$ cat src/tcs_pkg.sv
/*
 Shared constants for the connector switch-matrix controller: register map,
 field positions, mode codes, switch indices and timing counts.
 Assumes a 10 MHz core clock; all timing counts derive from that period.
*/
// Summary of operation
// - All switches stay open while the enable bit 0x06[4] is low.
// - Once enabled, switch closures follow the three-bit mode field 0x06[2:0].
// - Enable bit resets to one, so the part comes up enabled.
// - Disabled: all open, low current, result register and stored status bits cleared; the overvoltage lockout bit stays live.
// - Every setting of the enable bit restarts the startup sequence.
// - Base modes 001/010: both pairs to hosts, sidebands and senses per mode.
// - Base 000 opens all; 101 data pairs only; 100 adds two sense paths.
// - Base mode 011 takes switches 0-15 from manual registers 0x0d and 0x0e; switches 16-19 stay open.
// - Base 110/111: plus pins to right audio, minus to left; senses per mode.
// - Orientation check off or trigger not 11: plug orientation picks mic side.
// - Serial variant 001: top pair to host1, sidebands fixed, senses to serial.
// - Serial variant codes 010 and 011 both select one default setting.
// - Serial variant 110/111: audio pins, shared ground sense from opposite input.
// - Overvoltage trip opens the protected switches, including sense and serial.
// - CC going high in audio detaches mic/ground sidebands and discharges within 50 us.
// - Serial variant drives an active-low open-drain interrupt request.
// - Path changes open the old side, then close the new after about 10 us.
package tcs_pkg;
	// ------------------------------------------------------------
	// Register map
	// ------------------------------------------------------------
	localparam logic [6:0] DEV_ADDR = 7'h15;
	localparam logic [7:0] REG_IMP = 8'h01;
	localparam logic [7:0] REG_STAT = 8'h02;
	localparam logic [7:0] REG_CTRL = 8'h06;
	localparam logic [7:0] REG_MANA = 8'h0d;
	localparam logic [7:0] REG_MANB = 8'h0e;
	localparam int EN_BIT = 4;
	localparam int MODE_HI = 2;
	localparam int MODE_LO = 0;
	localparam logic [7:0] CTRL_RST = 8'h10;
	localparam logic [7:0] CTRL_WMASK = 8'h17;
	localparam logic [7:0] STAT_KEEP = 8'hcf;
	localparam int STAT_READY = 5;
	localparam int STAT_OVERVOLTAGE_LOCKOUT = 4;
	localparam logic [1:0] TRIG_AUTO = 2'h3;
	// Mode codes
	localparam logic [2:0] M_OFF = 3'h0;
	localparam logic [2:0] M_ON_A = 3'h1;
	localparam logic [2:0] M_ON_B = 3'h2;
	localparam logic [2:0] M_MAN = 3'h3;
	localparam logic [2:0] M_SER = 3'h4;
	localparam logic [2:0] M_USB = 3'h5;
	localparam logic [2:0] M_AUD2 = 3'h6;
	localparam logic [2:0] M_AUD1 = 3'h7;
	// ------------------------------------------------------------
	// Switch indices (bit set = switch closed)
	// ------------------------------------------------------------
	localparam int NSW = 20;
	localparam int MAN_HI = 15;
	localparam int SW_TP_H1 = 0, SW_TM_H1 = 1, SW_BP_H2 = 2, SW_BM_H2 = 3;
	localparam int SW_S1_MIC = 8, SW_S1_GND = 9, SW_S2_MIC = 10, SW_S2_GND = 11;
	localparam int SW_LA_GL = 12, SW_RA_GR = 13, SW_LB_GL = 14, SW_RB_GR = 15;
	localparam int SW_RA_TX = 16, SW_RB_RX = 17, SW_RA_RX = 18, SW_RB_TX = 19;
	localparam logic [NSW-1:0] PAIRS = 20'h0000f;
	localparam logic [NSW-1:0] AUDIO = 20'h000f0;
	localparam logic [NSW-1:0] DATA_MASK = 20'h000ff;
	localparam logic [NSW-1:0] SIDE_MASK = 20'hfff00;
	localparam logic [NSW-1:0] SBMG_MASK = 20'h00f00;
	// Synchronised pin indices
	localparam int NSYNC = 6;
	localparam int SY_SCL = 0, SY_SDA = 1, SY_CC = 2, SY_OVD = 3, SY_OVS = 4, SY_ORI = 5;
	// ------------------------------------------------------------
	// Timing
	// ------------------------------------------------------------
	localparam int CLK_NS = 100;
	localparam int T_START_NS = 850000;
	localparam int T_BBM_NS = 10000;
	localparam int T_CC_NS = 50000;
	localparam int START_CYC = (T_START_NS + CLK_NS - 1) / CLK_NS;
	localparam int BBM_CYC = (T_BBM_NS + CLK_NS - 1) / CLK_NS;
	localparam int CC_CYC = T_CC_NS / CLK_NS;
	typedef enum logic [1:0] {ST_OFF = 2'b00, ST_START = 2'b01, ST_READY = 2'b10} tcs_state_t;
	typedef enum logic [2:0] {I_IDLE = 3'b000, I_ADDR = 3'b001, I_RX = 3'b010,
		I_ACK = 3'b011, I_TX = 3'b100, I_MACK = 3'b101} tcs_i2c_st_t;
endpackage

$ cat src/tcs_i2c_target.sv
/*
 Serial register-port target: start/stop detection, address match, register
 pointer with auto-increment, write strobes and read shifting.
 Assumes scl and sda arrive already synchronised to core_clk.
*/
`timescale 1ns/100ps
module tcs_i2c_target import tcs_pkg::*; (
	input wire logic core_clk,
	input wire logic sys_rst,
	input wire logic scl,
	input wire logic sda,
	input wire logic [7:0] rdData,
	output logic sdaOe,
	output logic wrStb,
	output logic rdStb,
	output logic [7:0] regPtr,
	output logic [7:0] accAddr,
	output logic [7:0] wrData
);
	typedef struct packed {
		logic sclD;
		logic sdaD;
		tcs_i2c_st_t st;
		logic [3:0] cnt;
		logic [7:0] sh;
		logic [7:0] ptr;
		logic [7:0] wa;
		logic rw;
		logic first;
		logic ackd;
		logic oe;
		logic ws;
		logic rs;
	} tcs_i2c_t;
	tcs_i2c_t r, n;

	// ------------------------------------------------------------
	// Bit engine
	// ------------------------------------------------------------
	always_comb begin
		logic load;
		load = 1'b0;
		n = r;
		n.sclD = scl;
		n.sdaD = sda;
		n.ws = 1'b0;
		n.rs = 1'b0;
		if (r.sclD && scl && r.sdaD && !sda) begin
			n.st = I_ADDR;
			n.cnt = 4'h0;
			n.oe = 1'b0;
		end else if (r.sclD && scl && !r.sdaD && sda) begin
			n.st = I_IDLE;
			n.oe = 1'b0;
		end else if (scl && !r.sclD) begin
			if (r.st == I_ADDR || r.st == I_RX) begin
				n.sh = {r.sh[6:0], sda};
				n.cnt = r.cnt + 4'h1;
			end
			if (r.st == I_MACK) begin
				n.ackd = !sda;
			end
		end else if (!scl && r.sclD) begin
			unique case (r.st)
				I_ADDR: begin
					// Only our own address is acknowledged
					if (r.cnt == 4'h8 && r.sh[7:1] == DEV_ADDR) begin
						n.oe = 1'b1;
						n.rw = r.sh[0];
						n.first = !r.sh[0];
						n.st = I_ACK;
					end else if (r.cnt == 4'h8) begin
						n.st = I_IDLE;
					end
				end
				I_RX: begin
					if (r.cnt == 4'h8) begin
						n.oe = 1'b1;
						n.st = I_ACK;
						n.first = 1'b0;
						if (r.first) begin
							n.ptr = r.sh;
						end else begin
							n.ws = 1'b1;
							n.wa = r.ptr;
							n.ptr = r.ptr + 8'h01;
						end
					end
				end
				I_ACK: begin
					n.oe = 1'b0;
					n.cnt = 4'h0;
					n.st = I_RX;
					load = r.rw;
				end
				I_TX: begin
					n.cnt = r.cnt + 4'h1;
					if (r.cnt == 4'h7) begin
						n.oe = 1'b0;
						n.st = I_MACK;
					end else begin
						n.sh = {r.sh[6:0], 1'b0};
						n.oe = !r.sh[6];
					end
				end
				I_MACK: begin
					// A missing acknowledge ends the read burst
					load = r.ackd;
					n.st = I_IDLE;
				end
				I_IDLE: begin
				end
				default: n.st = I_IDLE;
			endcase
			if (load) begin
				n.sh = rdData;
				n.oe = !rdData[7];
				n.rs = 1'b1;
				n.wa = r.ptr;
				n.ptr = r.ptr + 8'h01;
				n.cnt = 4'h0;
				n.st = I_TX;
			end
		end
	end

	always_ff @(posedge core_clk or posedge sys_rst) begin
		if (sys_rst) begin
			r <= '0;
		end else begin
			r <= n;
		end
	end

	assign sdaOe = r.oe;
	assign wrStb = r.ws;
	assign rdStb = r.rs;
	assign regPtr = r.ptr;
	assign accAddr = r.wa;
	assign wrData = r.sh;
endmodule

$ cat src/tcs_switch_ctl.sv
/*
 Switch-matrix controller: register file, startup sequencing, mode routing
 tables for both variants, break-before-make, overvoltage and CC protection.
 Assumes raw pins (serial clock/data, CC, comparators, orientation) are
 asynchronous; detection-engine inputs share core_clk.
*/
`timescale 1ns/100ps
module tcs_switch_ctl import tcs_pkg::*; #(
	parameter bit UART_VARIANT = 1'b0,
	parameter int START_CYCLES = START_CYC,
	parameter int BBM_CYCLES = BBM_CYC
) (
	input wire logic core_clk,
	input wire logic sys_rst,
	input wire logic sclPin,
	input wire logic sdaPin,
	output logic sdaO,
	output logic sdaOe,
	input wire logic ccPin,
	input wire logic ovloDataPin,
	input wire logic ovloSidePin,
	input wire logic plugOrientationPin,
	input wire logic orientationCheckDisable,
	input wire logic [1:0] impedanceTriggerSelect,
	input wire logic detectOrientation,
	input wire logic [7:0] impedanceCode,
	input wire logic impedanceValid,
	input wire logic [7:0] detectFlags,
	output logic [NSW-1:0] switchClose,
	output logic [1:0] sidebandDischarge,
	output logic lowPower,
	output logic intReqNOut,
	output logic intReqNOe
);
	// ------------------------------------------------------------
	// Parameter checks
	// ------------------------------------------------------------
	if (START_CYCLES < 1 || START_CYCLES > 65535) begin : g_chk_start
		$error("START_CYCLES out of range");
	end
	if (BBM_CYCLES < 1 || BBM_CYCLES > 255) begin : g_chk_bbm
		$error("BBM_CYCLES out of range");
	end

	typedef struct packed {
		logic [NSYNC-1:0] s1;
		logic [NSYNC-1:0] s2;
		logic [NSYNC-1:0] s3;
		logic [NSYNC-1:0] cl;
		logic [7:0] ctrl;
		logic [7:0] manA;
		logic [7:0] manB;
		logic [7:0] imp;
		logic [7:0] stat;
		tcs_state_t st;
		logic [15:0] cnt;
		logic [7:0] bbm;
		logic [NSW-1:0] app;
		logic [NSW-1:0] sw;
		logic [1:0] dis;
		logic rdyD;
		logic ovD;
		logic ccD;
		logic irq;
		logic irqOe;
	} tcs_ctl_t;
	localparam tcs_ctl_t RST_VAL = '{ctrl: CTRL_RST, st: ST_OFF, default: '0};
	tcs_ctl_t r, n;

	logic wrStb, rdStb;
	logic [7:0] regPtr, accAddr, wrData, rdData;
	logic [NSW-1:0] tgt, mask;
	logic en, audio, swap, ori, ready, ovAny, ev;
	logic [2:0] mode;

	// ------------------------------------------------------------
	// Register port
	// ------------------------------------------------------------
	tcs_i2c_target u_port (
		.core_clk(core_clk),
		.sys_rst(sys_rst),
		.scl(r.cl[SY_SCL]),
		.sda(r.cl[SY_SDA]),
		.rdData(rdData),
		.sdaOe(sdaOe),
		.wrStb(wrStb),
		.rdStb(rdStb),
		.regPtr(regPtr),
		.accAddr(accAddr),
		.wrData(wrData)
	);
	assign sdaO = 1'b0; // Open drain: only ever pulls low

	// Readback; unmapped addresses and reserved bits read zero
	always_comb begin
		unique case (regPtr)
			REG_IMP: rdData = r.imp;
			REG_STAT: begin
				rdData = r.stat;
				rdData[STAT_READY] = ready;
				rdData[STAT_OVERVOLTAGE_LOCKOUT] = ovAny;
			end
			REG_CTRL: rdData = r.ctrl;
			REG_MANA: rdData = r.manA;
			REG_MANB: rdData = r.manB;
			default: rdData = 8'h00;
		endcase
	end

	// ------------------------------------------------------------
	// Decoded control
	// ------------------------------------------------------------
	assign en = r.ctrl[EN_BIT];
	assign mode = r.ctrl[MODE_HI:MODE_LO];
	assign audio = (mode == M_AUD2) || (mode == M_AUD1);
	assign ori = r.cl[SY_ORI];
	assign ready = (r.st == ST_READY);
	assign ovAny = r.cl[SY_OVD] | r.cl[SY_OVS];
	// Without the automatic check, the plug orientation alone decides the mic side
	assign swap = (orientationCheckDisable || impedanceTriggerSelect != TRIG_AUTO) ?
		ori : detectOrientation;

	// ------------------------------------------------------------
	// Routing tables
	// ------------------------------------------------------------
	always_comb begin
		tgt = '0;
		if (!UART_VARIANT) begin
			unique case (mode)
				M_OFF: tgt = '0;
				M_ON_A: begin
					tgt = PAIRS;
					tgt[SW_S1_MIC] = 1'b1;
					tgt[SW_S2_GND] = 1'b1;
					tgt[SW_LB_GL] = 1'b1;
					tgt[SW_RB_GR] = 1'b1;
				end
				M_ON_B: begin
					tgt = PAIRS;
					tgt[SW_S1_GND] = 1'b1;
					tgt[SW_S2_MIC] = 1'b1;
					tgt[SW_LA_GL] = 1'b1;
					tgt[SW_RA_GR] = 1'b1;
				end
				M_MAN: tgt[MAN_HI:0] = {r.manB, r.manA};
				M_SER: begin
					tgt = PAIRS;
					tgt[SW_RA_GR] = 1'b1;
					tgt[SW_LB_GL] = 1'b1;
				end
				M_USB: tgt = PAIRS;
				M_AUD2, M_AUD1: begin
					tgt = AUDIO;
					tgt[SW_S1_MIC] = !swap;
					tgt[SW_S2_GND] = !swap;
					tgt[SW_S1_GND] = swap;
					tgt[SW_S2_MIC] = swap;
					tgt[SW_LB_GL] = !swap;
					tgt[SW_LA_GL] = swap;
					// Single ground sense leaves the right sense paths open
					tgt[SW_RB_GR] = !swap && mode == M_AUD2;
					tgt[SW_RA_GR] = swap && mode == M_AUD2;
				end
			endcase
		end else begin
			unique case (mode)
				M_OFF: tgt = '0;
				M_ON_B, M_MAN: tgt = '0;
				M_ON_A: begin
					tgt[SW_TP_H1] = 1'b1;
					tgt[SW_TM_H1] = 1'b1;
					tgt[SW_S1_MIC] = 1'b1;
					tgt[SW_S2_GND] = 1'b1;
					tgt[SW_RA_TX] = 1'b1;
					tgt[SW_RB_RX] = 1'b1;
				end
				M_SER, M_USB: begin
					tgt[SW_TP_H1] = (mode == M_SER);
					tgt[SW_TM_H1] = (mode == M_SER);
					tgt[SW_BP_H2] = (mode == M_USB);
					tgt[SW_BM_H2] = (mode == M_USB);
					tgt[SW_RA_TX] = !ori;
					tgt[SW_RB_RX] = !ori;
					tgt[SW_RA_RX] = ori;
					tgt[SW_RB_TX] = ori;
				end
				M_AUD2, M_AUD1: begin
					tgt = AUDIO;
					tgt[SW_S1_MIC] = !swap;
					tgt[SW_S2_GND] = !swap;
					tgt[SW_S1_GND] = swap;
					tgt[SW_S2_MIC] = swap;
					tgt[SW_RB_GR] = !swap;
					tgt[SW_RA_GR] = swap;
				end
			endcase
		end
	end

	// Protection masks act at once, bypassing the break-before-make pacing
	always_comb begin
		mask = '0;
		if (r.cl[SY_OVD]) begin
			mask = mask | DATA_MASK;
		end
		if (r.cl[SY_OVS]) begin
			mask = mask | SIDE_MASK;
		end
		if (r.cl[SY_CC] && audio) begin
			mask = mask | SBMG_MASK;
		end
	end

	assign ev = (ready && !r.rdyD) || (ovAny && !r.ovD) || (r.cl[SY_CC] && !r.ccD);

	// ------------------------------------------------------------
	// Next state
	// ------------------------------------------------------------
	always_comb begin
		n = r;
		// Three-stage pin synchronisers; a level counts once stages two and three agree
		n.s1 = {plugOrientationPin, ovloSidePin, ovloDataPin, ccPin, sdaPin, sclPin};
		n.s2 = r.s1;
		n.s3 = r.s2;
		n.cl = (r.s2 & r.s3) | (r.cl & (r.s2 | r.s3));
		// Register writes
		if (wrStb) begin
			unique case (accAddr)
				REG_CTRL: n.ctrl = wrData & CTRL_WMASK;
				REG_MANA: n.manA = wrData;
				REG_MANB: n.manB = wrData;
				default: n.ctrl = r.ctrl;
			endcase
		end
		// Startup sequencer
		unique case (r.st)
			ST_OFF: begin
				if (en) begin
					n.st = ST_START;
					n.cnt = 16'(START_CYCLES - 1);
				end
			end
			ST_START: begin
				if (!en) begin
					n.st = ST_OFF;
				end else if (r.cnt == 16'h0000) begin
					n.st = ST_READY;
				end else begin
					n.cnt = r.cnt - 16'h0001;
				end
			end
			ST_READY: begin
				if (!en) begin
					n.st = ST_OFF;
				end
			end
			default: n.st = ST_OFF;
		endcase
		// Any write that sets the enable bit restarts the sequence
		if (wrStb && accAddr == REG_CTRL && wrData[EN_BIT]) begin
			n.st = ST_START;
			n.cnt = 16'(START_CYCLES - 1);
		end
		// Result and status registers are cleared while disabled
		if (!en) begin
			n.imp = 8'h00;
			n.stat = 8'h00;
		end else if (impedanceValid) begin
			n.imp = impedanceCode;
			n.stat = detectFlags & STAT_KEEP;
		end
		// Break-before-make: openings first, closings only after the gap
		// Disable opens at once; tables alone would hold the paths for one cycle
		if (!ready || !en) begin
			n.app = '0;
			n.bbm = 8'h00;
		end else if ((r.app & ~tgt) != '0) begin
			n.app = r.app & tgt;
			n.bbm = 8'(BBM_CYCLES - 1);
		end else if (r.bbm != 8'h00) begin
			n.bbm = r.bbm - 8'h01;
		end else begin
			n.app = tgt;
		end
		n.sw = n.app & ~mask;
		n.dis = (r.cl[SY_CC] && audio && en) ? 2'b11 : 2'b00;
		// Event flag; a new event in the clearing read's cycle wins
		n.rdyD = ready;
		n.ovD = ovAny;
		n.ccD = r.cl[SY_CC];
		if (rdStb && accAddr == REG_STAT) begin
			n.irq = 1'b0;
		end
		if (ev) begin
			n.irq = 1'b1;
		end
		n.irqOe = UART_VARIANT && n.irq;
	end

	always_ff @(posedge core_clk or posedge sys_rst) begin
		if (sys_rst) begin
			r <= RST_VAL;
		end else begin
			r <= n;
		end
	end

	assign switchClose = r.sw;
	assign sidebandDischarge = r.dis;
	assign lowPower = !en;
	assign intReqNOut = 1'b0;
	assign intReqNOe = r.irqOe;

	// ------------------------------------------------------------
	// Assertions
	// ------------------------------------------------------------
	localparam int CcLim = CC_CYC;
endmodule

$ cat config.mk
export PLATFORM = sky130hd
export DESIGN_NAME = tcs_switch_ctl
export DESIGN_NICKNAME = d
export VERILOG_FILES = /design/src/tcs_pkg.sv /design/src/tcs_i2c_target.sv /design/src/tcs_switch_ctl.sv
export SDC_FILE = /design/constraint.sdc
export NUM_CORES = 1
export LEC_CHECK = 0
export ABC_AREA = 1
export BUFFER_PORTS_ARGS = -buffer_cell sky130_fd_sc_hd__buf_2
export CAP_MARGIN = 15
export CORE_UTILIZATION = 35
export DETAILED_ROUTE_END_ITERATION = 16
export GPL_ROUTABILITY_DRIVEN = 0
export SLEW_MARGIN = 20
export SYNTH_ARGS = -nofsm -noshare
export SYNTH_HDL_FRONTEND = slang
export SYNTH_SLANG_ARGS = --single-unit
$ cat constraint.sdc
create_clock -name core_clk -period 8 [get_ports core_clk]
set_input_delay 0.4 -clock core_clk [delete_from_list [all_inputs] [get_ports core_clk]]
set_output_delay 0.4 -clock core_clk [all_outputs]
set_load 0.01 [all_outputs]
# ---- Word level (Yosys, flattened, before mapping)
# Index checks and enable logic that the tools add are counted.
dict set report totals {
  in_bits 29
  regBits 166
}
dict set report op_classes {
  n_eq_ne 45
  n_reduce_logical 60
  muxes 68
  bitwise 13
  n_addsub 4
}
# operator count
set op_table {}
lappend op_table {{$pmux 16 s7} 1}
lappend op_table {{$mux 16} 6}
lappend op_table {{$mux 31} 2}
lappend op_table {{$mux 28} 2}
lappend op_table {{$mux 18} 3}
lappend op_table {{$mux 8} 6}
lappend op_table {{$and 20x20->20} 2}
lappend op_table {{$mux 20} 2}
lappend op_table {{$pmux 8 s5} 1}
lappend op_table {{$mux 12} 3}
lappend op_table {{$mux 33} 1}
lappend op_table {{$eq 8x4->1 const B} 4}
lappend op_table {{$pmux 16 s2} 1}
lappend op_table {{$mux 3} 8}
lappend op_table {{$reduce_and 6->1} 4}
lappend op_table {{$and 20x16->20} 1}
lappend op_table {{$not 16->20} 1}
lappend op_table {{$not 20->20} 1}
lappend op_table {{$reduce_bool 20->1} 1}
lappend op_table {{$eq 3x3->1 const B} 6}
lappend op_table {{$mux 1} 17}
lappend op_table {{$eq 8x3->1 const B} 2}
lappend op_table {{$logic_not 16->1} 1}
lappend op_table {{$mux 2} 8}
lappend op_table {{other kinds (49)} 106}

# ---- Longest topological paths before layout
dict set report logic_depth {
  ltp_word 12
  ltp_mapped 16
  mapped_depth_nobuf 14
}

# ---- Cells and area by module
# From an unflattened synthesis, not the netlist that was laid out.
dict set report unflattened {
  cells_unflattened 1118
  area_unflattened_um2 8759.7
}
# mod area_each_um2 cells_each n_inst seq_area_each_um2
set modules_own_cells {}
lappend modules_own_cells {tcs_switch_ctl 6088.3 735 1 3129.3}
lappend modules_own_cells {tcs_i2c_target 2671.3 383 1 975.9}

# ---- Least setup slack after synthesis
# Ideal clock, no wire load.
dict set report synth_timing {
  path_type {flip-flop to flip-flop}
  start {register r[113] (netlist name)}
  end {register u_port.r (netlist bit u_port.accAddr[3])}
  path_buffers 1
  arrival_ps 1789
  setup_time_ps 122
  setup_slack_ps 6089
  stages_incl_launch_ff 13
  required_time_ps 7878
  path_cell_list {dfrtp_1 > inv_1 > ha_1 > inv_1 > nor2_2 > inv_1 > nor2_1 > o21ai_1 > inv_2 > nand2_4 > buf_2 > nand2_1 > o21ai_1}
}
dict set report synth_via {
  elab_chain_cells 5
}
# element line
set synth_lines {}
lappend synth_lines {{start: declaration} tcs_switch_ctl.sv:68} ;# tcs_ctl_t r, n;
lappend synth_lines {{start signal: assignment} tcs_switch_ctl.sv:304} ;# r <= n;
lappend synth_lines {{$logic_and 1x1->1} {tcs_i2c_target.sv:48, tcs_i2c_target.sv:52}}
lappend synth_lines {{$logic_and 1x1->1 (on tied branches) (2 in a row)} {tcs_i2c_target.sv:48, tcs_i2c_target.sv:52}}
lappend synth_lines {{$not 1->1 (no line)} -}
lappend synth_lines {{$reduce_and 7->1 (no line) *} -}
lappend synth_lines {{end signal: assignment} tcs_i2c_target.sv:131} ;# r <= n;
lappend synth_lines {{end: declaration} tcs_i2c_target.sv:35} ;# tcs_i2c_t r, n;
# Every way passes the cells marked *; elsewhere a longest branch is shown, timed or not.
# A chain may end at the register's enable or synchronous reset.

==> impl_metrics.env <==
export IMPL_outcome="complete, no violations"
export IMPL_clk_latency_ns=0.43
export IMPL_worstSetupPathDepth=10
export IMPL_cp_end_kind="flop"
export IMPL_nFillCells=2420
export IMPL_area_delta_synth_final_pct=11.8
export IMPL_total_power_uw=1990
export IMPL_gr_usage_met1_pct=22.2
export IMPL_antenna_found_initial=0
export IMPL_ys_warn_count=0
export IMPL_use_met2_pct=26.7
export IMPL_cp_start_kind="flop"
export IMPL_critical_path_max_stage_delay_ns=0.73
export IMPL_synth_edf_count=0
export IMPL_drc=0
export IMPL_dp_cells=1375
export IMPL_cts_tree="done"
export IMPL_multi_input_area_mm2=0.00350
export IMPL_avgSynthCellArea_um2=8.04
export IMPL_rsz0062_at_grt="no"
export IMPL_grtUsageMet3_pct=3.25
export IMPL_max_vdd_ir_drop_v=0.000123
export IMPL_clock_path_buffers=2
export IMPL_register_area_mm2=0.00408
export IMPL_critPathLaunch="mode[1]"
export IMPL_cp_top_family="simple AND/OR/NAND/NOR gates"
export IMPL_die_area_mm2=0.0247
export IMPL_worst_path_max_delay_cell="nor2_2"
export IMPL_fin_crit_sh_pct=42.9
export IMPL_syn_area_mm2=0.00842
export IMPL_htreeDepth=4
export IMPL_timing_rr_end="switchClose[11]"
export IMPL_gr_total_overflow=0
export IMPL_io_buffers=50
export IMPL_ioPinCount=56
export IMPL_dp_hpwl_mm=13.5
export IMPL_fin_tns_setup_ns=0
export IMPL_synthTopCellsByCount="nand2_1 (201), dfrtp_1 (162), inv_1 (135)"
export IMPL_cts_sinks=163
export IMPL_synth_top_area_share_pct=48.2
export IMPL_p_leak_uw=0.00483
export IMPL_drive_gt1_share_pct=10.5
export IMPL_cts_resized=0
export IMPL_cp_required_ns=8.36
export IMPL_path_class="reg2reg"
export IMPL_drt_iter0_drc=423
export IMPL_p_seq_share_pct=45.9
export IMPL_pwr_share_clk_pct=43.9
export IMPL_relSlewSlack_pct=35.6
export IMPL_busiest_layer="met2"
export IMPL_via_count=6856
export IMPL_skew_ns=0.0106
export IMPL_switching_share_pct=26.9
export IMPL_critPathBufInv=1
export IMPL_pwr_share_comb_pct=10.2
export IMPL_arrival_ns=3.79
export IMPL_diodes=0
export IMPL_synth_top_area_cell="dfrtp_1"
export IMPL_crit_chain="nand2_2 -> inv_1 -> nand3_2 -> nand3_1 -> nor2_1 -> nor2_2 -> nand3_2 -> nand2_1 -> nand3_1 -> nor2_1"
export IMPL_initial_utilization_pct=35.8
export IMPL_crit_fanout=21
export IMPL_power_density_mw_per_mm2=212
export IMPL_async_reset_ff_share_pct=100
export IMPL_max_cap_viol_count=0
export IMPL_reg2reg_from="mode[1]"
export IMPL_grt_max_degree=103
export IMPL_numCtsBuffers=17
export IMPL_grt_use_total_pct=16.7
export IMPL_first_pass_iters=5
export IMPL_r2r_slack_ns=4.57
export IMPL_die_width_um=157
export IMPL_core_area_mm2=0.0235
export IMPL_min_path_type="in2reg"
export IMPL_fin_area_mm2=0.00941
export IMPL_grt_pass1_wl_mm=32.2
export IMPL_syn_inst=1047
export IMPL_fmax_mhz=291
export IMPL_synth_top_flop_cell="dfrtp_1"
export IMPL_clockRootBuffer="clkbuf_16"
export IMPL_via_per_inst=4.88
export IMPL_ys_ff_latch=163
export IMPL_clk_pin_slew_worst_paths_ns=0.07
export IMPL_final_cells=1406
export IMPL_period_minus_slack_ns=3.43
export IMPL_fin_nets=1115
export IMPL_yosysMostFrequentCell="nand2_1"
export IMPL_hold_viol=0
export IMPL_worst_pin_slew_ns=0.966
export IMPL_intPower_uw=1460
export IMPL_final_antenna_net_count=0
export IMPL_switching_power_uw=536
export IMPL_grt_pass1_vias=6439
export IMPL_row_count=56
export IMPL_hold_buffers=0
export IMPL_placed_area_mm2=0.00878
export IMPL_postCtsSetupRepairBufs=0
export IMPL_slew_viol_final=0
export IMPL_synthDistinctLibCells=50
export IMPL_endpoint="switchClose[11]"
export IMPL_fin_util_pct=40.0
export IMPL_die_h_um=157
export IMPL_totalWireLength_mm=19.3
export IMPL_synth_area_leaders="dfrtp_1 (48%), nand2_1 (9.0%), nand3_1 (7.8%)"
export IMPL_wl_per_cell_um=13.7
export IMPL_yosysSeqAreaShare_pct=48.5
export IMPL_setup_violations=0
export IMPL_rr_worst_depth=10
[power by group through the flow]
| stage | registers, µW | clock network [µW] | logic [µW] |
|---|---|---|---|
| floorplan | 914 | 0 | 145 |
| global placement | 930 | 0 | 200 |
| detailed placement | 931 | 0 | 202 |
| CTS | 916 | 890 | 203 |
| global route | 922 | 925 | 235 |
| finish | 915 | 875 | 203 |
[worst min path at each step]
stage / startpoint / end / slack [ns] / cells past startpoint
2_1_floorplan: n[125] / n[119] / 0.33 / 0
3_3_place_gp: n[128] / n[122] / 0.33 / 0
3_5_place_dp: n[128] / n[122] / 0.34 / 0
4_1_cts: ovloSidePin / n[129] / 0.06 / 1
5_1_grt: plugOrientationPin / n[130] / 0.05 / 1
6_report: ovloSidePin / n[129] / 0.07 / 1
[routing by layer]
layer	up-vias	wire [µm]	share of wire [%]
li1	3434	-	-
met1	3247	9040	47
met2	149	9070	47
met3	26	811	4.2
met4	0	408	2.1
met5	-	0	0
[cell families (layout without fill, tap and decap cells)]
family / after synthesis / count (layout) / synth area share (%)
buffers and inverters: 195 / 225 / 10.6
and+or+nand+nor: 500 / 500 / 26.3
muxes: 1 / 1 / 0.119
adders and majority gates: 17 / 17 / 2.35
xor gates and xnor gates: 21 / 21 / 2.18
AOI/OAI and AO/OA: 149 / 149 / 9.96
DFF: 163 / 163 / 48.5
other: 1 / 11 / 0.0445
[through the flow]
step,worst slack (ns),hold slack (ns)
floorplan,3.20,0.331
global placement,4.55,0.333
detailed placement,4.56,0.336
CTS,4.53,0.0570
global route,4.14,0.0510
finish,4.57,0.0675
[final cells by class]
type                       instances  share of cell area, %
clock buffer                      19                   4.71
clock inverter                    12                   1.93
inverter                         142                   5.75
multi-input combinational        699                   37.2
sequential                       163                   43.4
tap                              319                   4.24
timing repair buffer              52                   2.82
[registers in the layout, summed over array words and instances, names as in the netlist]
register           cells
u_port.sdaOe           1
en                     1
mode                   3
u_port.wrStb           1
switchClose           20
sidebandDischarge      1
u_port.regPtr          8
u_port.accAddr         8
ori                    1
u_port.r              12
n                     13
u_port.wrData          8
r                     86
[placed cells by master, fill, tap and decap left out, types with 5 or more instances in the layout]
cell       netlist  layout
nor4_1           6       6
nand2_1        201     201
nand3_1        132     132
o21ai_0         75      75
nor3_1          18      17
inv_2            6       6
nand4_1         14      14
inv_1          135     134
conb_1           1      11
nand3_2          5       5
a21oi_1         32      32
o21ai_1          7       7
dfrtp_1        162     162
xor2_1          20      20
a31oi_1          8       8
buf_2            8      50
ha_1            11      11
nor2_1         106     105
maj3_1           6       6
clkbuf_16        0      17
nor2_2           5       6
[worst register-to-register path: cells and delay by family (launching register included)]
kind | cells | cell delay, ns
buf+inv | 1 | 0.21
flops | 1 | 0.59
simple gates | 9 | 2.57
(Power assumes the default switching activity.)
